--- config.mk ---
export PLATFORM = sky130hd
export DESIGN_NAME = touch_adc_limit_gpio_regs
export DESIGN_NICKNAME = d
export VERILOG_FILES = /design/src/touch_ctl_pkg.sv /design/src/touch_adc_limit_gpio_regs.sv
export SDC_FILE = /design/constraint.sdc
export NUM_CORES = 1
export LEC_CHECK = 0
export CAP_MARGIN = 20
export CELL_PAD_IN_SITES_DETAIL_PLACEMENT = 1
export CELL_PAD_IN_SITES_GLOBAL_PLACEMENT = 1
export CORE_MARGIN = 1
export CORE_UTILIZATION = 35
export CTS_BUF_LIST = sky130_fd_sc_hd__clkbuf_4 sky130_fd_sc_hd__clkbuf_8
export DETAILED_ROUTE_END_ITERATION = 10
export DONT_BUFFER_PORTS = 1
export GPL_TIMING_DRIVEN = 1
export HOLD_SLACK_MARGIN = 0.02
export PLACE_DENSITY = 0.57
export SKIP_LAST_GASP = 1
export SLEW_MARGIN = 25
export SYNTH_ARGS = -nofsm -noshare
export SYNTH_HDL_FRONTEND = slang
export SYNTH_SLANG_ARGS = --single-unit
--- constraint.sdc ---
create_clock -name sys_clk -period 9.6 [get_ports sys_clk]
set_clock_uncertainty 0.05 [all_clocks]
set_input_delay 1.44 -clock sys_clk [delete_from_list [all_inputs] [get_ports sys_clk]]
set_output_delay 1.44 -clock sys_clk [all_outputs]
set_load 0.005 [all_outputs]
--- src/touch_ctl_pkg.sv ---
// constants, register map and carrier types for the touch digitiser control block
// assumes a single 10 MHz system clock and a host register port on that clock
package touch_ctl_pkg;

  localparam int unsigned CLK_MHZ = 10;

  // register offsets (word index on the plain register port)
  localparam logic [3:0] OFS_SPARE    = 4'h0;
  localparam logic [3:0] OFS_CTL_ONE  = 4'h1;
  localparam logic [3:0] OFS_CTL_TWO  = 4'h2;
  localparam logic [3:0] OFS_CTL_THR  = 4'h3;
  localparam logic [3:0] OFS_AB_UPPER = 4'h4;
  localparam logic [3:0] OFS_AB_LOWER = 4'h5;
  localparam logic [3:0] OFS_T_UPPER  = 4'h6;
  localparam logic [3:0] OFS_T_LOWER  = 4'h7;
  localparam logic [3:0] OFS_RES_BASE = 4'h8;
  localparam logic [3:0] OFS_RES_LAST = 4'hD;
  localparam logic [3:0] OFS_REV_ID   = 4'hE;

  localparam logic [15:0] CTL_TWO_RST = 16'h4040;
  localparam logic [15:0] ZERO_RST    = 16'h0000;

  // first control register fields
  localparam int unsigned C1_INT_EN   = 15;
  localparam int unsigned C1_CHAN_LSB = 12;
  localparam int unsigned C1_MODE_LSB = 10;
  localparam int unsigned C1_ACQ_LSB  = 8;
  localparam int unsigned C1_TMR_LSB  = 0;
  // second control register fields
  localparam int unsigned C2_GPIO_EN  = 13;
  localparam int unsigned C2_GPIO_DAT = 12;
  localparam int unsigned C2_GPIO_DIR = 11;
  localparam int unsigned C2_PIN_POLARITY_BIT = 10;
  localparam int unsigned C2_MED_LSB  = 5;
  localparam int unsigned C2_SET_LSB  = 0;
  // third control register fields
  localparam int unsigned C3_ALERT_DIS = 12;
  localparam int unsigned C3_HI_EN     = 9;
  localparam int unsigned C3_LO_EN     = 8;
  localparam int unsigned C3_SEQ_LSB   = 2;
  localparam int unsigned C3_HI_STAT   = 1;
  localparam int unsigned C3_LO_STAT   = 0;

  // manual channel codes, then internal slot numbers
  localparam logic [2:0] CH_AUX  = 3'h3;
  localparam logic [2:0] CH_BATT = 3'h2;
  localparam logic [2:0] CH_TEMP = 3'h1;
  localparam logic [2:0] NO_CHAN = 3'h6;
  localparam logic [2:0] AB_SLOT = 3'h4;
  localparam logic [2:0] T_SLOT  = 3'h5;

  localparam logic [1:0] MODE_OFF    = 2'h0;
  localparam logic [1:0] MODE_SINGLE = 2'h1;
  localparam logic [1:0] MODE_MASTER = 2'h3;

  // timing, in ns, then in clock cycles
  localparam int unsigned ACQ0_NS = 2000;
  localparam int unsigned ACQ1_NS = 4000;
  localparam int unsigned ACQ2_NS = 8000;
  localparam int unsigned ACQ3_NS = 16000;
  localparam int unsigned CONV_NS = 7500;
  localparam int unsigned SORT_NS = 2000;
  localparam int unsigned SET0_NS = 10000;
  localparam int unsigned SET1_NS = 100000;
  localparam int unsigned TUNIT_NS = 36800;
  localparam int unsigned ACQ0_CYC  = (ACQ0_NS * CLK_MHZ + 999) / 1000;
  localparam int unsigned ACQ1_CYC  = (ACQ1_NS * CLK_MHZ + 999) / 1000;
  localparam int unsigned ACQ2_CYC  = (ACQ2_NS * CLK_MHZ + 999) / 1000;
  localparam int unsigned ACQ3_CYC  = (ACQ3_NS * CLK_MHZ + 999) / 1000;
  localparam int unsigned CONV_CYC  = (CONV_NS * CLK_MHZ + 999) / 1000;
  localparam int unsigned SORT_CYC  = (SORT_NS * CLK_MHZ + 999) / 1000;
  localparam int unsigned SET0_CYC  = (SET0_NS * CLK_MHZ + 999) / 1000;
  localparam int unsigned SET1_CYC  = (SET1_NS * CLK_MHZ + 999) / 1000;
  localparam int unsigned TUNIT_CYC = (TUNIT_NS * CLK_MHZ + 999) / 1000;

  localparam int unsigned CNT_W = 17;

  typedef struct packed {
    logic [3:0]  addr;
    logic [15:0] wdata;
    logic        wr;
    logic        rd;
  } reg_req_t;

endpackage
--- src/touch_adc_limit_gpio_regs.sv ---
// register map, limit comparison, general-purpose pin and conversion sequencer timing
// assumes the analog front end runs on sys_clk and presents its sample on sampleIn
// Summary of operation
// - aux and battery results compared to limits; alarm on interrupt when enabled.
// - one shared upper limit at 0x04, one shared lower limit at 0x05.
// - each aux or battery result above upper or below lower limit sets high or low status bit in third control.
// - a limit source with its enable bit cleared never reaches the interrupt.
// - pin is general purpose only while bit 13 is 1; else config ignored.
// - pin data value lives in bit 12 of second control register.
// - bit 11 zero drives pin from data; one makes pin an input updating data.
// - host writes to the data bit are ignored while the pin is an input.
// - polarity one passes values straight between pin and data bit.
// - polarity zero inverts between pin and data bit both ways.
// - pin may raise the interrupt only while third control bit 12 is 0.
// - pin interrupt needs input direction, data bit set and interrupt enabled.
// - pin interrupt holds until pin level, enable, direction, polarity or third control bit 12 changes.
// - settle before each screen channel; non-screen-only sequence settles once first.
// - one more settle always follows the last channel.
// - measurement is acquisition plus 7.5 us plus 2 us sort unless median off.
// - acquisition 2, 4, 8 or 16 us by setting; temperature always 16 us.
// - each channel repeats 1, 4, 8 or 16 measurements per median setting.
// - period is opening and screen-channel settles plus channel time, final settle, then timer.
// - second control resets to 0x4040, other writable registers to zero.
// - results at 0x08 to 0x0D are read only and reset to zero.
// - manual code 011 selects auxiliary input, 010 selects battery input.
//
// Strobed register access is this design's own decision.
`timescale 1ns/1ps

module touch_adc_limit_gpio_regs
  import touch_ctl_pkg::*;
#(
  parameter int unsigned SET2_CYC = 5000,
  parameter int unsigned SET3_CYC = 10240,
  parameter logic [15:0] REV_ID   = 16'h0A5C  // arbitrary identity value
)
(
  input  wire logic        sys_clk,
  input  wire reg_req_t    regReq,
  output logic [15:0]      regRdata,
  input  wire logic        gpioIn,
  output logic             gpioOut,
  output logic             gpioOe,
  input  wire logic [11:0] sampleIn,
  output logic [2:0]       frontChannel,
  output logic             frontAcquire,
  output logic             frontConvert,
  output logic             seqBusy,
  output logic             irqOut_n,
  input  wire logic        rst_n
);

  typedef enum logic [2:0] {S_IDLE, S_SETTLE, S_ACQ, S_CONV, S_SORT, S_FINAL, S_TIMER} seq_t;

  logic [15:0] ctlOne_r, ctlTwo_r, ctlThr_r, spare_r;
  logic [15:0] abUpper_r, abLower_r, tUpper_r, tLower_r;
  logic [15:0] results_r [6];
  logic [15:0] regRdata_r;
  logic        gpioSyncA_r, gpioSyncB_r;
  logic        gpioOut_r, gpioOe_r, irqOut_n_r, startReq_r;
  seq_t        state_r;
  logic [CNT_W-1:0] cnt_r;
  logic [2:0]  chan_r;
  logic [4:0]  meas_r;
  logic [5:0]  seqMask_r;
  logic [11:0] sample_r;

  // decoded controls
  logic        gpioEn, gpioDir, gpioPol, gpioData, intEn;
  logic [1:0]  medSel;
  logic [5:0]  manualMask, startMask;
  logic        chanDone;
  logic [2:0]  nextChan;
  logic [15:0] storeVal;
  logic        abStore, hiHit, loHit;
  logic        wrOne, wrTwo, wrThr;
  logic        limitIrq, gpioIrq;

  assign gpioEn   = ctlTwo_r[C2_GPIO_EN];
  assign gpioDir  = ctlTwo_r[C2_GPIO_DIR];
  assign gpioPol  = ctlTwo_r[C2_PIN_POLARITY_BIT];
  assign gpioData = ctlTwo_r[C2_GPIO_DAT];
  assign intEn    = ctlOne_r[C1_INT_EN];
  assign medSel   = ctlTwo_r[C2_MED_LSB +: 2];
  assign wrOne    = regReq.wr && regReq.addr == OFS_CTL_ONE;
  assign wrTwo    = regReq.wr && regReq.addr == OFS_CTL_TWO;
  assign wrThr    = regReq.wr && regReq.addr == OFS_CTL_THR;

  function automatic logic [5:0] chanToMask(input logic [2:0] code);
    logic [5:0] m;
    m = 6'h00;
    case (code)
      3'h7:           m = 6'h01;
      3'h6:           m = 6'h02;
      3'h5:           m = 6'h04;
      3'h4:           m = 6'h08;
      CH_AUX, CH_BATT: m = 6'h10;
      CH_TEMP:        m = 6'h20;
      default:        m = 6'h00;
    endcase
    return m;
  endfunction

  function automatic logic [2:0] findChan(input logic [5:0] m, input logic [2:0] from);
    logic [2:0] f;
    f = NO_CHAN;
    for (int i = 5; i >= 0; i--)
    begin
      if (m[i] && 3'(i) >= from)
        f = 3'(i);
    end
    return f;
  endfunction

  function automatic logic [CNT_W-1:0] acqLoad(input logic [1:0] sel, input logic [2:0] ch);
    int unsigned c;
    c = ACQ3_CYC;
    if (ch != T_SLOT)
    begin
      case (sel)
        2'h0:    c = ACQ0_CYC;
        2'h1:    c = ACQ1_CYC;
        2'h2:    c = ACQ2_CYC;
        default: c = ACQ3_CYC;
      endcase
    end
    return CNT_W'(c - 1);
  endfunction

  function automatic logic [CNT_W-1:0] settleLoad(input logic [1:0] sel);
    int unsigned c;
    case (sel)
      2'h0:    c = SET0_CYC;
      2'h1:    c = SET1_CYC;
      2'h2:    c = SET2_CYC;
      default: c = SET3_CYC;
    endcase
    return CNT_W'(c - 1);
  endfunction

  function automatic logic [4:0] measLoad(input logic [1:0] sel);
    logic [4:0] n;
    case (sel)
      2'h0:    n = 5'h00;
      2'h1:    n = 5'h03;
      2'h2:    n = 5'h07;
      default: n = 5'h0F;
    endcase
    return n;
  endfunction

  assign manualMask = chanToMask(ctlOne_r[C1_CHAN_LSB +: 3]);
  assign startMask  = (ctlOne_r[C1_MODE_LSB +: 2] == MODE_SINGLE) ? manualMask
                                                                 : ctlThr_r[C3_SEQ_LSB +: 6];

  // a channel ends after its last conversion, or after the sort that follows it
  assign chanDone = meas_r == 5'h00 && cnt_r == '0
                    && ((state_r == S_CONV && medSel == 2'h0) || state_r == S_SORT);
  assign nextChan = (chan_r == T_SLOT) ? NO_CHAN : findChan(seqMask_r, chan_r + 3'h1);
  assign storeVal = {4'h0, (state_r == S_CONV) ? sampleIn : sample_r};
  assign abStore  = chanDone && chan_r == AB_SLOT;
  assign hiHit    = abStore && storeVal > abUpper_r;
  assign loHit    = abStore && storeVal < abLower_r;

  // pin input synchroniser
  always_ff @(posedge sys_clk or negedge rst_n)
  begin
    if (!rst_n)
    begin
      gpioSyncA_r <= 1'b0;
      gpioSyncB_r <= 1'b0;
    end
    else
    begin
      gpioSyncA_r <= gpioIn;
      gpioSyncB_r <= gpioSyncA_r;
    end
  end

  // plain writable registers
  always_ff @(posedge sys_clk or negedge rst_n)
  begin
    if (!rst_n)
    begin
      spare_r   <= ZERO_RST;
      ctlOne_r  <= ZERO_RST;
      abUpper_r <= ZERO_RST;
      abLower_r <= ZERO_RST;
      tUpper_r  <= ZERO_RST;
      tLower_r  <= ZERO_RST;
    end
    else if (regReq.wr)
    begin
      case (regReq.addr)
        OFS_SPARE:    spare_r   <= regReq.wdata;
        OFS_CTL_ONE:  ctlOne_r  <= regReq.wdata;
        OFS_AB_UPPER: abUpper_r <= regReq.wdata;
        OFS_AB_LOWER: abLower_r <= regReq.wdata;
        OFS_T_UPPER:  tUpper_r  <= regReq.wdata;
        OFS_T_LOWER:  tLower_r  <= regReq.wdata;
        default:      ;
      endcase
    end
  end

  // second control: pin data follows the pin while it is an input
  always_ff @(posedge sys_clk or negedge rst_n)
  begin
    if (!rst_n)
      ctlTwo_r <= CTL_TWO_RST;
    else
    begin
      if (wrTwo)
        ctlTwo_r <= regReq.wdata;
      if (gpioEn && gpioDir)
        ctlTwo_r[C2_GPIO_DAT] <= gpioPol ? gpioSyncB_r : ~gpioSyncB_r;
      else if (wrTwo)
        ctlTwo_r[C2_GPIO_DAT] <= regReq.wdata[C2_GPIO_DAT];
    end
  end

  // third control: status written by host, set by comparisons; set wins
  always_ff @(posedge sys_clk or negedge rst_n)
  begin
    if (!rst_n)
      ctlThr_r <= ZERO_RST;
    else
    begin
      if (wrThr)
        ctlThr_r <= regReq.wdata;
      if (hiHit)
        ctlThr_r[C3_HI_STAT] <= 1'b1;
      if (loHit)
        ctlThr_r[C3_LO_STAT] <= 1'b1;
    end
  end

  // conversion results, read only from the host side
  always_ff @(posedge sys_clk or negedge rst_n)
  begin
    if (!rst_n)
    begin
      for (int i = 0; i < 6; i++)
        results_r[i] <= ZERO_RST;
    end
    else if (chanDone)
      results_r[chan_r] <= storeVal;
  end

  // read data, valid the cycle after the read strobe
  always_ff @(posedge sys_clk or negedge rst_n)
  begin
    if (!rst_n)
      regRdata_r <= ZERO_RST;
    else if (regReq.rd)
    begin
      case (regReq.addr)
        OFS_SPARE:    regRdata_r <= spare_r;
        OFS_CTL_ONE:  regRdata_r <= ctlOne_r;
        OFS_CTL_TWO:  regRdata_r <= ctlTwo_r;
        OFS_CTL_THR:  regRdata_r <= ctlThr_r;
        OFS_AB_UPPER: regRdata_r <= abUpper_r;
        OFS_AB_LOWER: regRdata_r <= abLower_r;
        OFS_T_UPPER:  regRdata_r <= tUpper_r;
        OFS_T_LOWER:  regRdata_r <= tLower_r;
        OFS_REV_ID:   regRdata_r <= REV_ID;
        default:
        begin
          if (regReq.addr >= OFS_RES_BASE && regReq.addr <= OFS_RES_LAST)
            regRdata_r <= results_r[3'(regReq.addr - OFS_RES_BASE)];
          else
            regRdata_r <= ZERO_RST;
        end
      endcase
    end
    else
      regRdata_r <= ZERO_RST;
  end

  // pin drive and interrupt, both registered
  assign limitIrq = (ctlThr_r[C3_HI_STAT] && ctlThr_r[C3_HI_EN])
                    || (ctlThr_r[C3_LO_STAT] && ctlThr_r[C3_LO_EN]);
  // level source: it falls when the pin level, the enable, the direction, the polarity or disable bit 12 moves
  assign gpioIrq  = gpioEn && gpioDir && gpioData && !ctlThr_r[C3_ALERT_DIS];

  always_ff @(posedge sys_clk or negedge rst_n)
  begin
    if (!rst_n)
    begin
      gpioOut_r  <= 1'b0;
      gpioOe_r   <= 1'b0;
      irqOut_n_r <= 1'b1;
    end
    else
    begin
      gpioOe_r   <= gpioEn && !gpioDir;
      gpioOut_r  <= gpioEn && !gpioDir && (gpioPol ? gpioData : ~gpioData);
      irqOut_n_r <= !(intEn && (limitIrq || gpioIrq));
    end
  end

  // a control-one write with a non-zero mode starts a run next cycle
  always_ff @(posedge sys_clk or negedge rst_n)
  begin
    if (!rst_n)
      startReq_r <= 1'b0;
    else
      startReq_r <= wrOne && regReq.wdata[C1_MODE_LSB +: 2] != MODE_OFF;
  end

  always_ff @(posedge sys_clk or negedge rst_n)
  begin
    if (!rst_n)
      sample_r <= 12'h000;
    else if (state_r == S_CONV && cnt_r == '0)
      sample_r <= sampleIn;
  end

  // sequencer timing
  always_ff @(posedge sys_clk or negedge rst_n)
  begin
    if (!rst_n)
    begin
      state_r   <= S_IDLE;
      cnt_r     <= '0;
      chan_r    <= 3'h0;
      meas_r    <= 5'h00;
      seqMask_r <= 6'h00;
    end
    else if (wrOne && regReq.wdata[C1_MODE_LSB +: 2] == MODE_OFF)
      state_r <= S_IDLE;
    else
    begin
      case (state_r)
        S_IDLE:
        begin
          if (startReq_r && findChan(startMask, 3'h0) != NO_CHAN)
          begin
            // screen channels come first, so the opening settle always applies
            seqMask_r <= startMask;
            chan_r    <= findChan(startMask, 3'h0);
            cnt_r     <= settleLoad(ctlTwo_r[C2_SET_LSB +: 2]);
            state_r   <= S_SETTLE;
          end
        end
        S_SETTLE:
        begin
          if (cnt_r == '0)
          begin
            meas_r  <= measLoad(medSel);
            cnt_r   <= acqLoad(ctlOne_r[C1_ACQ_LSB +: 2], chan_r);
            state_r <= S_ACQ;
          end
          else
            cnt_r <= cnt_r - 1'b1;
        end
        S_ACQ:
        begin
          if (cnt_r == '0)
          begin
            cnt_r   <= CNT_W'(CONV_CYC - 1);
            state_r <= S_CONV;
          end
          else
            cnt_r <= cnt_r - 1'b1;
        end
        S_CONV, S_SORT:
        begin
          if (cnt_r != '0)
            cnt_r <= cnt_r - 1'b1;
          else if (state_r == S_CONV && medSel != 2'h0)
          begin
            cnt_r   <= CNT_W'(SORT_CYC - 1);
            state_r <= S_SORT;
          end
          else if (meas_r != 5'h00)
          begin
            meas_r  <= meas_r - 5'h01;
            cnt_r   <= acqLoad(ctlOne_r[C1_ACQ_LSB +: 2], chan_r);
            state_r <= S_ACQ;
          end
          else if (nextChan == NO_CHAN)
          begin
            cnt_r   <= settleLoad(ctlTwo_r[C2_SET_LSB +: 2]);
            state_r <= S_FINAL;
          end
          else
          begin
            chan_r <= nextChan;
            if (nextChan < AB_SLOT)
            begin
              cnt_r   <= settleLoad(ctlTwo_r[C2_SET_LSB +: 2]);
              state_r <= S_SETTLE;
            end
            else
            begin
              meas_r  <= measLoad(medSel);
              cnt_r   <= acqLoad(ctlOne_r[C1_ACQ_LSB +: 2], nextChan);
              state_r <= S_ACQ;
            end
          end
        end
        S_FINAL:
        begin
          if (cnt_r != '0)
            cnt_r <= cnt_r - 1'b1;
          else if (ctlOne_r[C1_MODE_LSB +: 2] != MODE_MASTER)
            state_r <= S_IDLE;
          else
          begin
            cnt_r   <= CNT_W'(ctlOne_r[C1_TMR_LSB +: 8] * TUNIT_CYC);
            state_r <= S_TIMER;
          end
        end
        S_TIMER:
        begin
          // stop at one so the wait is exactly the programmed interval; zero still costs a cycle
          if (cnt_r > CNT_W'(1))
            cnt_r <= cnt_r - 1'b1;
          else
          begin
            // master mode reruns with the channel list as it stands now
            seqMask_r <= startMask;
            chan_r    <= findChan(startMask, 3'h0);
            cnt_r     <= settleLoad(ctlTwo_r[C2_SET_LSB +: 2]);
            state_r   <= (findChan(startMask, 3'h0) == NO_CHAN) ? S_IDLE : S_SETTLE;
          end
        end
        default: state_r <= S_IDLE;
      endcase
    end
  end

  assign regRdata     = regRdata_r;
  assign gpioOut      = gpioOut_r;
  assign gpioOe       = gpioOe_r;
  assign irqOut_n     = irqOut_n_r;
  assign frontChannel = chan_r;
  assign frontAcquire = state_r == S_ACQ;
  assign frontConvert = state_r == S_CONV;
  assign seqBusy      = state_r != S_IDLE;
endmodule

# Yosys cells after proc, flatten, opt, wreduce, memory -nomap -nowiden
# Cells that the tools add are included.
[totals]
reg_bits = 292
latchBits = 0
inputBits = 37
memories = 0
out_inout_bits = 25
mem_bits_ro = 0
ramBits = 0
elab_cells = 301
[op_classes]
n_mux = 118
multipliers = 1
n_eq_ne = 52
addsub = 11
order_cmp = 15
n_reduce_logical = 69
div_mod_pow = 0
shift = 0
bitwise_logic = 5
[op_table]
columns = ["cell", "n"]
rows = [
  ["17-bit two-way mux", 45],
  ["16-bit case mux with 9 select lines", 1],
  ["17-bit by 1-bit subtractor with 17-bit output (second input constant)", 8],
  ["17-bit case mux with 6 select lines", 1],
  ["96-bit bitwise mux", 1],
  ["3-bit two-way mux", 31],
  ["16-bit two-way mux", 5],
  ["16-bit binary-select mux with 3-bit select", 1],
  ["16-bit demux with 3-bit select", 1],
  ["14-bit case mux with 3 select lines", 1],
  ["6-bit case mux with 6 select lines", 1],
  ["3-bit == test (second input constant)", 11],
  ["3-bit inequality test (second input constant)", 11],
  ["1-bit logical AND", 30],
  ["5-bit two-way mux", 6],
  ["8-bit case mux with 3 select lines", 1],
  ["6-bit two-way mux", 3],
  ["3-bit case mux with 6 select lines", 1],
  ["17-bit by 1-bit greater-than comparator with 1-bit output (second input constant)", 1],
  ["17-bit logical NOT", 1],
  ["17-bit nonzero test", 1],
  ["4-bit by 3-bit == test with 1-bit output (second input constant)", 4],
  ["12-bit by 16-bit greater-than comparator with 1-bit output", 1],
  ["12-bit by 16-bit less-than comparator with 1-bit output", 1],
  ["46 further kinds", 103],
]

# Depth between registers and ports, before layout
# Gate-level depths: netlist of the first run.
[logic_depth]
word_depth = 26
ltp_mapped = 14
mapped_depth_nobuf = 13

# Worst setup path after synthesis of the first run
# No wires, ideal clock.
[synth_timing]
path_kind = "reg2reg"
from = "register ctlOne_r[2]"
to = "register cnt_r[15]"
required_time_ns = 9.463
path_stages_with_launch = 13
path_buffers = 0
setup_slack_ns = 6.165
arrival_time_ns = 3.299
setup_time_ns = 0.087
period_less_slack_ns = 3.435
cell_sequence = "dfrtp_1 ha_1 inv_1 fa_1 inv_1 fa_1 ha_1 or3_1 o21ai_0 o21ai_0 xnor2_1 a2111o_1 o211ai_1"
[synth_via]
elab_chain_cells = 4
[synth_lines]
columns = ["element", "line_no", "rtl"]
rows = [
  ["start: declaration", "touch_adc_limit_gpio_regs.sv:55", "logic [15:0] ctlOne_r, ctlTwo_r, ctlThr_r, spare_r;"],
  ["start signal: assignment", "touch_adc_limit_gpio_regs.sv:196", "OFS_CTL_ONE: ctlOne_r <= regReq.wdata;"],
  ["8-bit by 5-bit multiplier with 13-bit output", "touch_adc_limit_gpio_regs.sv:411", "cnt_r <= CNT_W'(ctlOne_r[C1_TMR_LSB +: 8] * TUNIT_CYC);"],
  ["17-bit two-way mux", "touch_adc_limit_gpio_regs.sv:407", "else if (ctlOne_r[C1_MODE_LSB +: 2] != MODE_MASTER)"],
  ["17-bit two-way mux", "touch_adc_limit_gpio_regs.sv:405", "if (cnt_r != '0)"],
  ["17-bit case mux with 6 select lines", "touch_adc_limit_gpio_regs.sv:334", "case (state_r)"],
  ["end signal: assignment", "touch_adc_limit_gpio_regs.sv:342", "cnt_r <= settleLoad(ctlTwo_r[C2_SET_LSB +: 2]);"],
  ["end signal: assignment", "touch_adc_limit_gpio_regs.sv:406", "cnt_r <= cnt_r - 1'b1;"],
  ["end signal: assignment", "touch_adc_limit_gpio_regs.sv:411", ""],
  ["end: declaration", "touch_adc_limit_gpio_regs.sv:62", "logic [CNT_W-1:0] cnt_r;"],
]
# No other way between the ends. The select of a mux whose other input is x is not followed.
# A chain may end at the register's enable or synchronous reset.

# Worst setup path in the final report of the first run
[layout_timing]
from = "register state_r[1]"
to = "register ctlThr_r[1]"
[layout_via]
elab_cells_between_ends = 11
classes_between = "order compare (1); eq/ne (2); mux (2); reduce/logical (6)"
[layout_rtl]
columns = ["element", "line_no", "rtl"]
rows = [
  ["start: declaration", "touch_adc_limit_gpio_regs.sv:61", "seq_t state_r;"],
  ["start signal: assignment", "touch_adc_limit_gpio_regs.sv:426", "state_r <= (findChan(startMask, 3'h0) == NO_CHAN) ? S_IDLE : S_SETTLE;"],
  ["3-bit by 2-bit == test with 1-bit output *", "--", ""],
  ["via frontConvert", "touch_adc_limit_gpio_regs.sv:47", "output logic frontConvert,"],
  ["12-bit two-way mux *", "touch_adc_limit_gpio_regs.sv:160", "assign storeVal = {4'h0, (state_r == S_CONV) ? sampleIn : sample_r};"],
  ["via storeVal[1]", "touch_adc_limit_gpio_regs.sv:74", "logic [15:0] storeVal;"],
  ["12-bit by 16-bit greater-than comparator with 1-bit output *", "touch_adc_limit_gpio_regs.sv:162", "assign hiHit = abStore && storeVal > abUpper_r;"],
  ["1-bit logical AND *", "touch_adc_limit_gpio_regs.sv:162", ""],
  ["1-bit two-way mux or 2-bit nonzero test (tied branches)", "--", ""],
  ["end signal: assignment", "touch_adc_limit_gpio_regs.sv:230", "ctlThr_r <= regReq.wdata;"],
  ["end: declaration", "touch_adc_limit_gpio_regs.sv:55", ""],
]
# Mark *: on every way through the listed nets, which the timed path passes. The rest lies on a longest branch.

==> results of run 1 <==
stage by stage:
stage	util	hold WS [ps]
finish	0.3925	308.2
global placement	0.3677	287.1
floorplan	-	281.2
detailed placement	0.3677	294.2
global route	0.3925	325.7
CTS	0.3925	311.5
worst max-delay path: stages (launching register included):
cell      delay [ps]
dfrtp_1          980
nand3b_1         350
inv_2            560
mux2i_1          630
inv_1            170
ha_1             330
nor2b_1          140
o21a_1           160
o21a_1           160
o211ai_1         150
a21oi_1           90
a211oi_1         240
o211ai_1         120
power by group through the flow:
stage,Sequential (uW),Clock [uW],Combinational [uW]
2_1_floorplan,1450,0,1080
3_3_place_gp,1560,0,1370
3_5_place_dp,1560,0,1400
4_1_cts,1550,1220,1420
5_1_grt,1580,1260,1570
6_report,1550,1180,1420
cell type report:
cell class / count / area [um^2]
clock buffers: 84 / 1018
clock inverters: 6 / 50.05
fillers: 4829 / 26170
inverters: 100 / 375.4
multi-input cells: 1057 / 7886
flip-flops and latches: 268 / 6710
well taps: 585 / 732.0
repair buffers: 18 / 135.1
worst paths after layout:
path | slack, ps | startpoint | to
worst min register to register | 310 | gpioSyncA_r | gpioSyncB_r
worst max-delay path | 5310 | state_r[1] | ctlThr_r[1]
min in group asynchronous | 450 | rst_n | cnt_r[3]
worst max register to register | 5310 | state_r[1] | ctlThr_r[1]
worst min-delay path | 310 | gpioSyncA_r | gpioSyncB_r
max in group asynchronous | 8600 | rst_n | ctlTwo_r[14]
logic make-up after synthesis:
family                     share of synthesized area
DFF                                           0.4382
muxes                                         0.1449
other                                      0.0002449
xor gates and xnor gates                     0.01144
buffers and inverters                        0.04902
and+or+nand+nor                               0.1199
AOI/OAI and AO/OA                             0.1735
adders and majority gates                    0.06291
cell usage in the layout (no fill, tap or decap), types with 9 or more instances in the layout:
cell and n:
a211oi_1 18, a21oi_1 46, a221oi_1 21, a22o_1 16, a22oi_1 22, a31oi_1 24
buf_4 18, clkbuf_4 22, clkbuf_8 62, dfrtp_1 265, fa_1 10, ha_1 61
inv_1 98, mux2_2 149, mux2i_1 27, mux4_2 12, nand2_1 155, nand2b_1 13
nand3_1 30, nor2_1 70, nor2b_1 11, nor3_1 22, o211ai_1 11, o21a_1 13
o21ai_0 111, o21ai_1 22, o22ai_1 15, o31ai_1 9, xnor2_1 11, xor2_1 9
routing by layer:
layer / global-route usage / part of all wire
met1: 0.3169 / 0.44
met4: 0.06372 / 0.021
met2: 0.3905 / 0.48
met5: 0 / 0
met3: 0.04297 / 0.054
==> out/results.txt, run 1 <==
VDD IR max -> 0.09416 mV
Ys Warns -> 0
GRT Total Usage -> 0.2364
Non-Filler Instances -> 2118
Initial antenna violation count -> 0
Nature of the critical path endpoint -> flip-flop
# Max-Cap Violations -> 0
1st-pass router iterations -> 8
Post-CTS Resized -> 0
CP startpoint kind -> flip-flop
Largest regs -> results_r: 72 flops, cnt_r: 17 flops
Pwr Density -> 245.0 nW/um^2
Max clock buf depth -> 3
Port buffer count -> 0
Synth async-reset ratio -> 1.000
Peak Freq -> 233.2 MHz
Final instance area -> 16910 um^2
Vias/cell -> 5.640
DIE WIDTH -> 211.2 um
Crit share post-route -> 0.4467
Critical Path AT -> 4740 ps
Clock-pin transition on the worst setup and hold timing paths -> 60 ps
P_sw -> 1567 uW
Root Buffer Master -> clkbuf_8
Total CTS buffers -> 50
CTS tree -> yes
First-pass GRT wire length -> 79430 um
Initial drt markers -> 806
Pint -> 2576 uW
Switching portion of total power -> 0.3782
Dpl ws -> 5351 ps
Hold buffer count at cts -> 0
RSZ-0062 raised after global routing -> no
Min-delay worst type -> reg -> reg
Synth area leaders -> dfrtp_1 43%, mux2_2 11%, ha_1 5.0%, nand2_1 3.8%, o21ai_0 3.6%
Register area share after synthesis -> 0.4382
Sequential power share -> 0.373
Fraction of layout cells with a size suffix above 1 -> 0.1996
Worst setup margin -> 5311 ps
Combinational share of power -> 0.342
Worst Path Required -> 10050 ps
Setup violators final -> 0
Die area -> 44590 um^2
Clk pwr share -> 0.285
Average size of a mapped cell -> 10.20 um^2
Netlist cell types -> 90
Total wire length -> 51560 um
Slew Limit Fails -> 0
DRC violations left -> 0
Via count -> 11946
Vias in the first global route -> 12537
WL/cell -> 24.34 um
Fin crit period -> 4289 ps
Crit path kind -> reg -> reg
Cells on worst reg2reg path -> 12
Crit path max fanout -> 33
EDFF count, synth -> 0
Top_reg_cell synth -> dfrtp_1
Grt ovf -> 0
Post-CTS Setup Inserts -> 0
Placed Area -> 15840 um^2
ANT cells -> 0
Post-Syn Instances -> 1502
Die Ht -> 211.2 um
Most frequent cell after synthesis -> dfrtp_1
Core area -> 43080 um^2
Worst hold path stage count -> 0
GP Congestion -> 0.8774
Leakage power -> 0.007537 uW
Pin count of the biggest net entering global routing -> 269
Setup TNS -> 0 ps
Overall Power -> 4143 uW
Ports -> 62
Initial Utilization -> 0.3555
Yosys top cell by area -> dfrtp_1
Top reg by flops -> results_r
Status -> completed
Worst slew margin -> 0.3036
Final ANT Viol Nets -> 0
Area Overhead vs Synth -> 10.41%
Placed cell count -> 2028
Mapped Area -> 15310 um^2
Max H-tree Level -> 2
Largest register FFs -> 72
Post-DP HPWL -> 35950 um
Worst slew pin tran -> 1042 ps
Hold violation count in the final report -> 0
Final #Nets -> 1603
CTS Sinks -> 268
Yosys reg bits -> 268
Worst skew pair latency -> 640 ps
Synth top cells by count -> 265 x dfrtp_1, 155 x nand2_1, 149 x mux2_2
Row cnt -> 76
Yosys top cell area share -> 0.4330
Power figures use the tool's default switching activity.
==> inputs of run 2 (changes only) <==
ABC_AREA = 1   (was default)
PLACE_DENSITY = 0.61   (was 0.57)
clock period = 3.5 ns   (was 9.6 ns; I/O delays follow)
==> out/results.txt, run 2 <==
Status -> finished, violations left
Failing checks -> DRC, hold timing, setup timing
Largest regs -> results_r: 72 flops, cnt_r: 17 flops
Initial Utilization -> 0.3570 (+0.001486)
Post-DP HPWL -> 38030 um (+5.8%)
CP cell instances -> ha_1 -> inv_1 -> fa_1 -> inv_2 -> fa_1 -> ha_4 -> buf_6 -> nand2_2 -> a21oi_2 -> a211oi_2 -> o21ai_1 -> nand2_1 -> nand2_1 -> a21oi_2 -> or2_4 -> nand3_2 -> nand2_1 -> nand2_1 -> nand2_1 -> nand2_1
DRC violations left -> 1 (+1)
Utilization after layout -> 0.4172 (+0.02474)
Crit-path most repeated cell -> nand2_1
Hold violation count in the final report -> 265 (+265)
Pin count of the biggest net entering global routing -> 269 (unchanged)
Setup violators final -> 1 (+1)
CTS tree -> yes
GP Congestion -> 0.8665 (-1.2%)
VDD IR max -> 0.3247 mV (+240%)
Core area -> 41110 um^2 (-4.6%)
Initial drt markers -> 1008 (+25%)
RSZ-0062 raised after global routing -> yes
Combinational share of power -> 0.443 (+0.101)
Hold slack -> -463.9 ps (-772.1 ps)
CTS Sinks -> 268 (unchanged)
Vias/cell -> 5.364 (-4.9%)
Clk pwr share -> 0.253 (-0.032)
Yosys top cell area share -> 0.4519 (+0.01883)
R2R Path Start -> ctlOne_r[3]
Slowest stage delay, CP -> 550 ps (-430 ps)
Top reg by flops -> results_r
Levels on crit path -> 20 (+8)
Top delay family on crit path -> adder cells
Critical path origin -> ctlOne_r[3]
Final #Nets -> 2001 (+25%)
Root Buffer Master -> clkbuf_8
1st-pass router iterations -> 8 (unchanged)
Cells on worst reg2reg path -> 20 (+8)
Vias in the first global route -> 13628 (+8.7%)
Area Overhead vs Synth -> 16.88%
Slowest stage cell on the critical path -> fa_1
Via count -> 13196 (+10%)
Synth async-reset ratio -> 1.000 (unchanged)
Clock-pin transition on the worst setup and hold timing paths -> 60 ps (about the same)
Worst Path Required -> 3980 ps (-6070 ps)
Hold buffer count at cts -> 27 (+27)
Crit path kind -> reg -> reg
Fin crit period -> 3517 ps (-771.6 ps)
Critical Path AT -> 3990 ps (-750 ps)
Total CTS buffers -> 50 (unchanged)
P_sw -> 5596 uW (+260%)
DIE WIDTH -> 206.8 um (-2.1%)
Post-Syn Instances -> 1805 (+20%)
Mapped Area -> 14680 um^2 (-4.2%)
Final ANT Viol Nets -> 0 (unchanged)
Sequential power share -> 0.304 (-0.069)
Synth area leaders -> dfrtp_1 45%, nand2_1 11%, o21ai_0 8.2%, inv_1 5.8%, ha_1 5.2%
Die area -> 42750 um^2 (-4.1%)
Netlist cell types -> 56 (-38%)
Yosys reg bits -> 268 (unchanged)
Pint -> 7740 uW (+200%)
Top_reg_cell synth -> dfrtp_1
Ports -> 62 (unchanged)
WL/cell -> 21.55 um (-11%)
Slew Limit Fails -> 0 (unchanged)
Row cnt -> 74 (-2.6%)
Commonest non-fill, non-tap cell in the layout -> nand2_1
Ys Warns -> 0 (unchanged)
ANT cells -> 0 (unchanged)
Worst slew margin -> 0.3270 (+0.02343)
Most frequent cells in the layout -> 430 x nand2_1, 265 x dfrtp_1, 235 x o21ai_0, 223 x inv_1, 86 x nor2_1
Final instance area -> 17150 um^2 (+1.5%)
Pwr Density -> 777.5 nW/um^2 (+220%)
Placed Area -> 15620 um^2 (-1.4%)
EDFF count, synth -> 0 (unchanged)
CP startpoint kind -> flip-flop
Die Ht -> 206.8 um (-2.1%)
Port buffer count -> 0 (unchanged)
Yosys top cell by area -> dfrtp_1
Crit path max fanout -> 4 (-88%)
Total wire length -> 53010 um (+2.8%)
Overall Power -> 13340 uW (+220%)
R2R Path End -> cnt_r[15]
Nature of the critical path endpoint -> flip-flop
Synth top cells by count -> 434 x nand2_1, 265 x dfrtp_1, 241 x o21ai_0
Worst slew pin tran -> 1009 ps (-32.62 ps)
Max H-tree Level -> 2 (unchanged)
# Max-Cap Violations -> 0 (unchanged)
Filler Cell Count -> 4949 (+2.5%)
Leakage power -> 0.008241 uW (+9.3%)
Worst skew pair latency -> 650 ps (about the same)
Initial antenna violation count -> 0 (unchanged)
Min-delay worst type -> in -> async
Fraction of layout cells with a size suffix above 1 -> 0.1146 (-0.08498)
GRT Total Usage -> 0.2553 (+0.01894)
Max clock buf depth -> 3 (unchanged)
Worst setup margin -> -17.18 ps (-5328 ps)
Register area share after synthesis -> 0.4572 (+0.01905)
First-pass GRT wire length -> 82030 um (+3.3%)
Switching portion of total power -> 0.4196 (+0.04143)
Grt ovf -> 0 (unchanged)
Reg2Reg Setup Slack -> -20 ps (-5330 ps)
Crit share post-route -> 1.005 (+0.5582)
Average size of a mapped cell -> 8.130 um^2 (-20%)
CP Buf/Inv Count -> 3 (+1)
Peak Freq -> 284.3 MHz (+22%)
Critical Path End -> cnt_r[15]
Largest register FFs -> 72 (unchanged)
Most frequent cell after synthesis -> nand2_1
[run 2: changes by cell type after synthesis, moves of 13 or more]
cell	previous run	this run
mux2_2	149	0
nand2_1	155	434
a21oi_1	46	67
nor2_1	71	87
o21ai_0	111	241
a22oi_1	22	5
o22ai_1	15	36
nand2b_1	13	0
o21ai_1	22	51
mux2i_1	27	1
nand3_1	30	44
inv_1	98	227
[run 2: how the worst min path moves through the flow]
| stage | cells past startpoint | slack (ps) | start | endpoint |
|---|---|---|---|---|
| finish | 0 | -460 | rst_n | cnt_r[4] |
| global route | 0 | -490 | rst_n | cnt_r[8] |
| CTS | 0 | -510 | rst_n | state_r[2] |
| detailed placement | 0 | 190 | rst_n | cnt_r[8] |
| global placement | 0 | 190 | rst_n | cnt_r[4] |
| floorplan | 0 | 180 | rst_n | abLower_r[0] |
[run 2: area by class of cell]
cell class	count	area, um^2	share of cell area
multi-input combinational	1238	6984	0.4072
sequential	268	6710	0.3912
clock buffer	78	1005	0.05857
inverter	237	889.6	0.05186
timing repair buffer	98	810.8	0.04727
tap	532	665.6	0.03881
clock inverter	9	87.58	0.005106
[run 2: cells by family (layout without fill, tap and decap cells)]
kind of cell,Yosys count,after routing,synth area share
buf+inv,300,422,0.07776
simple gates,632,632,0.1840
fa+ha+maj,71,71,0.06565
other cells,1,2,0.0002555
flops,268,268,0.4572
mux,2,2,0.001449
compound gates,511,511,0.2017
xor+xnor,20,20,0.01194
[run 2: per-stage QoR]
| stage | setup WS [ps] | setup TNS, ps | hold WS (ps) | std cells |
|---|---|---|---|---|
| final | -17.18 | -17.18 | -463.9 | 2460 |
| after global routing | -191.5 | -579.7 | -494.6 | 2460 |
| after CTS | 5.023 | 0 | -510.4 | 2459 |
| after detailed placement | -126.3 | -285.4 | 190.2 | 2344 |
| after global placement | -15.06 | -15.06 | 188.0 | 2344 |
| after floorplan | 119.7 | 0 | 179.4 | 1806 |
[run 2: routing by layer]
metal	vias up	GRT usage	share of wire
met3	105	0.04804	0.051
met1	6531	0.3495	0.46
met2	298	0.3962	0.45
li1	6260	-	-
met5	-	0.005760	0.00062
met4	2	0.1032	0.037
[run 2: worst register-to-register path, delay by kind of cell (launching register included)]
kind,cells,cell delay [ps]
adders and majority gates,4,1570
and+or+nand+nor,9,640
AOI/OAI and AO/OA,4,520
DFF,1,400
buffers and inverters,3,220
[run 2: power groups by stage]
stage / clock network (uW) / registers, uW / logic, uW
6_report: 3370 / 4060 / 5910
5_1_grt: 3580 / 4130 / 6640
4_1_cts: 3460 / 4060 / 5530
3_5_place_dp: 0 / 4100 / 5270
3_3_place_gp: 0 / 4090 / 5140
2_1_floorplan: 0 / 3980 / 3530
[run 2: what timing repair did]
item,CTS,global route
setup endpoints to repair,4,7
gates cloned,0,0
endpoints found under the hold margin,305,268
resized for setup,11,27
pin swaps,7,14
setup buffers,1,1
==> inputs of run 3 (changes only) <==
CORE_UTILIZATION = 45   (was 35)
PLACE_DENSITY = 0.76   (was 0.61)
==> out/results.txt, run 3 (synthesized netlist as in run 2, its figures left out) <==
Vias in the first global route -> 14270 (+4.7%)
GRT Total Usage -> 0.3218 (+0.06644)
Status -> finished, violations left
Most frequent cells in the layout -> 429 x nand2_1, 265 x dfrtp_1, 236 x o21ai_0, 223 x inv_1, 85 x nor2_1
Reg2Reg Setup Slack -> -110 ps (-90 ps)
Total CTS buffers -> 48 (-4.0%)
Switching portion of total power -> 0.4243 (+0.004673)
Filler Cell Count -> 3866 (-22%)
Leakage power -> 0.008229 uW (-0.15%)
Final instance area -> 16970 um^2 (-1.1%)
Placed Area -> 15430 um^2 (-1.2%)
Via count -> 13738 (+4.1%)
CTS tree -> yes
Vias/cell -> 5.811 (+8.3%)
Overall Power -> 13360 uW (+0.16%)
Setup violators final -> 5 (+4)
Critical Path AT -> 4100 ps (+110 ps)
Top reg by flops -> results_r
Clock-pin transition on the worst setup and hold timing paths -> 70 ps (about the same)
Worst skew pair latency -> 630 ps (-20 ps)
Clk pwr share -> 0.241 (-0.012)
Slew Limit Fails -> 0 (unchanged)
Grt ovf -> 0 (unchanged)
R2R Path End -> cnt_r[16]
Initial Utilization -> 0.4615 (+0.1045)
Root Buffer Master -> clkbuf_8
Combinational share of power -> 0.454 (+0.011)
Fraction of layout cells with a size suffix above 1 -> 0.1162 (+0.001556)
Total wire length -> 52490 um (-0.98%)
RSZ-0062 raised after global routing -> yes
1st-pass router iterations -> 5 (-3)
Fin crit period -> 3609 ps (+92.31 ps)
Crit path max fanout -> 3 (-1)
Worst setup margin -> -109.5 ps (-92.31 ps)
DIE WIDTH -> 182.6 um (-12%)
Dpl ws -> -183.9 ps (-57.59 ps)
Hold slack -> -465.3 ps (-1.445 ps)
Peak Freq -> 277.0 MHz (-2.6%)
Failing checks -> hold timing, setup timing
Commonest non-fill, non-tap cell in the layout -> nand2_1
Nature of the critical path endpoint -> flip-flop
Hold violation count in the final report -> 268 (+1.1%)
Hold buffer count at cts -> 25 (-7.4%)
R2R Path Start -> ctlOne_r[3]
VDD IR max -> 0.4238 mV (+31%)
DRC violations left -> 0 (-1)
Die area -> 33340 um^2 (-22%)
Min-delay worst type -> in -> async
# Max-Cap Violations -> 0 (unchanged)
Cells on worst reg2reg path -> 18 (-10%)
Max H-tree Level -> 2 (unchanged)
Worst slew margin -> 0.4820 (+0.1550)
Sequential power share -> 0.305 (about the same)
Largest regs -> results_r: 72 flops, cnt_r: 17 flops
Row cnt -> 65 (-12%)
Max clock buf depth -> 3 (unchanged)
Port buffer count -> 0 (unchanged)
Utilization after layout -> 0.5336 (+0.1164)
Worst slew pin tran -> 777.0 ps (-232.5 ps)
Final ANT Viol Nets -> 0 (unchanged)
Initial antenna violation count -> 2 (+2)
Area taken by flip-flops and latches -> 6710 um^2 (unchanged)
P_sw -> 5667 uW (+1.3%)
CTS Sinks -> 268 (unchanged)
WL/cell -> 22.20 um (+3.0%)
Post-DP HPWL -> 36130 um (-5.0%)
First-pass GRT wire length -> 81500 um (-0.65%)
Pint -> 7690 uW (-0.64%)
CP startpoint kind -> flip-flop
Final #Nets -> 1998 (-0.15%)
Area Overhead vs Synth -> 15.63%
Ports -> 62 (unchanged)
Crit share post-route -> 1.031 (+0.02637)
Largest register FFs -> 72 (unchanged)
Initial drt markers -> 1099 (+9.0%)
Pwr Density -> 787.2 nW/um^2 (+1.3%)
Crit path kind -> reg -> reg
Die Ht -> 182.6 um (-12%)
Pin count of the biggest net entering global routing -> 269 (unchanged)
GP Congestion -> 0.9160 (+5.7%)
Core area -> 31800 um^2 (-23%)
Worst Path Required -> 3990 ps (about the same)
Multi-input gate area -> 6977 um^2 (-0.11%)
## run 3: worst max-delay path: stages, from the launching register on
cell and delay (ps):
dfrtp_1 400, buf_4 150, ha_4 250, inv_1 50, fa_1 490, fa_1 520, inv_2 60, ha_4 290
inv_2 50, nor3_4 200, buf_4 130, buf_4 90, buf_4 90, buf_4 90, nand3_1 90, a31o_2 270
nand3_2 80, a21oi_2 70, o22ai_1 120
## run 3: layout make-up
| type | instances | area share |
|---|---|---|
| well taps | 435 | 0.03207 |
| repair buffers | 97 | 0.04704 |
| multi-input cells | 1238 | 0.4111 |
| inverters | 237 | 0.05243 |
| clock inverters | 13 | 0.005678 |
| flip-flops and latches | 268 | 0.3954 |
| diodes | 1 | 0.0001475 |
| clock buffers | 75 | 0.05604 |
## run 3: power by group through the flow
stage               registers, uW  logic (uW)  clock network (uW)
global placement             4070        4880                   0
floorplan                    3980        3530                   0
global route                 4130        6670                3400
finish                       4070        6060                3230
CTS                          4050        5520                3270
detailed placement           4090        5140                   0
## run 3: worst max path at each step
stage / start / to / slack, ps
2_1_floorplan: ctlOne_r[1] / cnt_r[14] / 120
3_3_place_gp: ctlOne_r[3] / cnt_r[14] / 5
3_5_place_dp: ctlOne_r[3] / cnt_r[14] / -180
4_1_cts: ctlOne_r[3] / cnt_r[15] / 0.7
5_1_grt: ctlOne_r[5] / cnt_r[13] / -210
6_report: ctlOne_r[3] / cnt_r[16] / -110
## run 3: per-stage QoR
stage | TNS [ps] | hold slack (ps) | instances
2_1_floorplan | 0 | 179.4 | 1806
3_3_place_gp | 0 | 189.5 | 2239
3_5_place_dp | -307.5 | 189.4 | 2239
4_1_cts | 0 | -495.1 | 2359
5_1_grt | -1123 | -485.1 | 2363
6_report | -242.3 | -465.3 | 2364
## run 3: what timing repair did
action / CTS / global route
setup buffers: 7 / 4
hold endpoints to repair: 302 / 268
setup endpoints to repair: 4 / 7
pin swaps: 8 / 17
resized for setup: 11 / 27
## run 3: layer usage
layer | part of all wire | up-vias | track usage
met5 | 0.00015 | - | 0
met4 | 0.047 | 2 | 0.1671
met3 | 0.060 | 140 | 0.05747
met2 | 0.46 | 443 | 0.5046
met1 | 0.43 | 6895 | 0.4263
li1 | - | 6258 | -
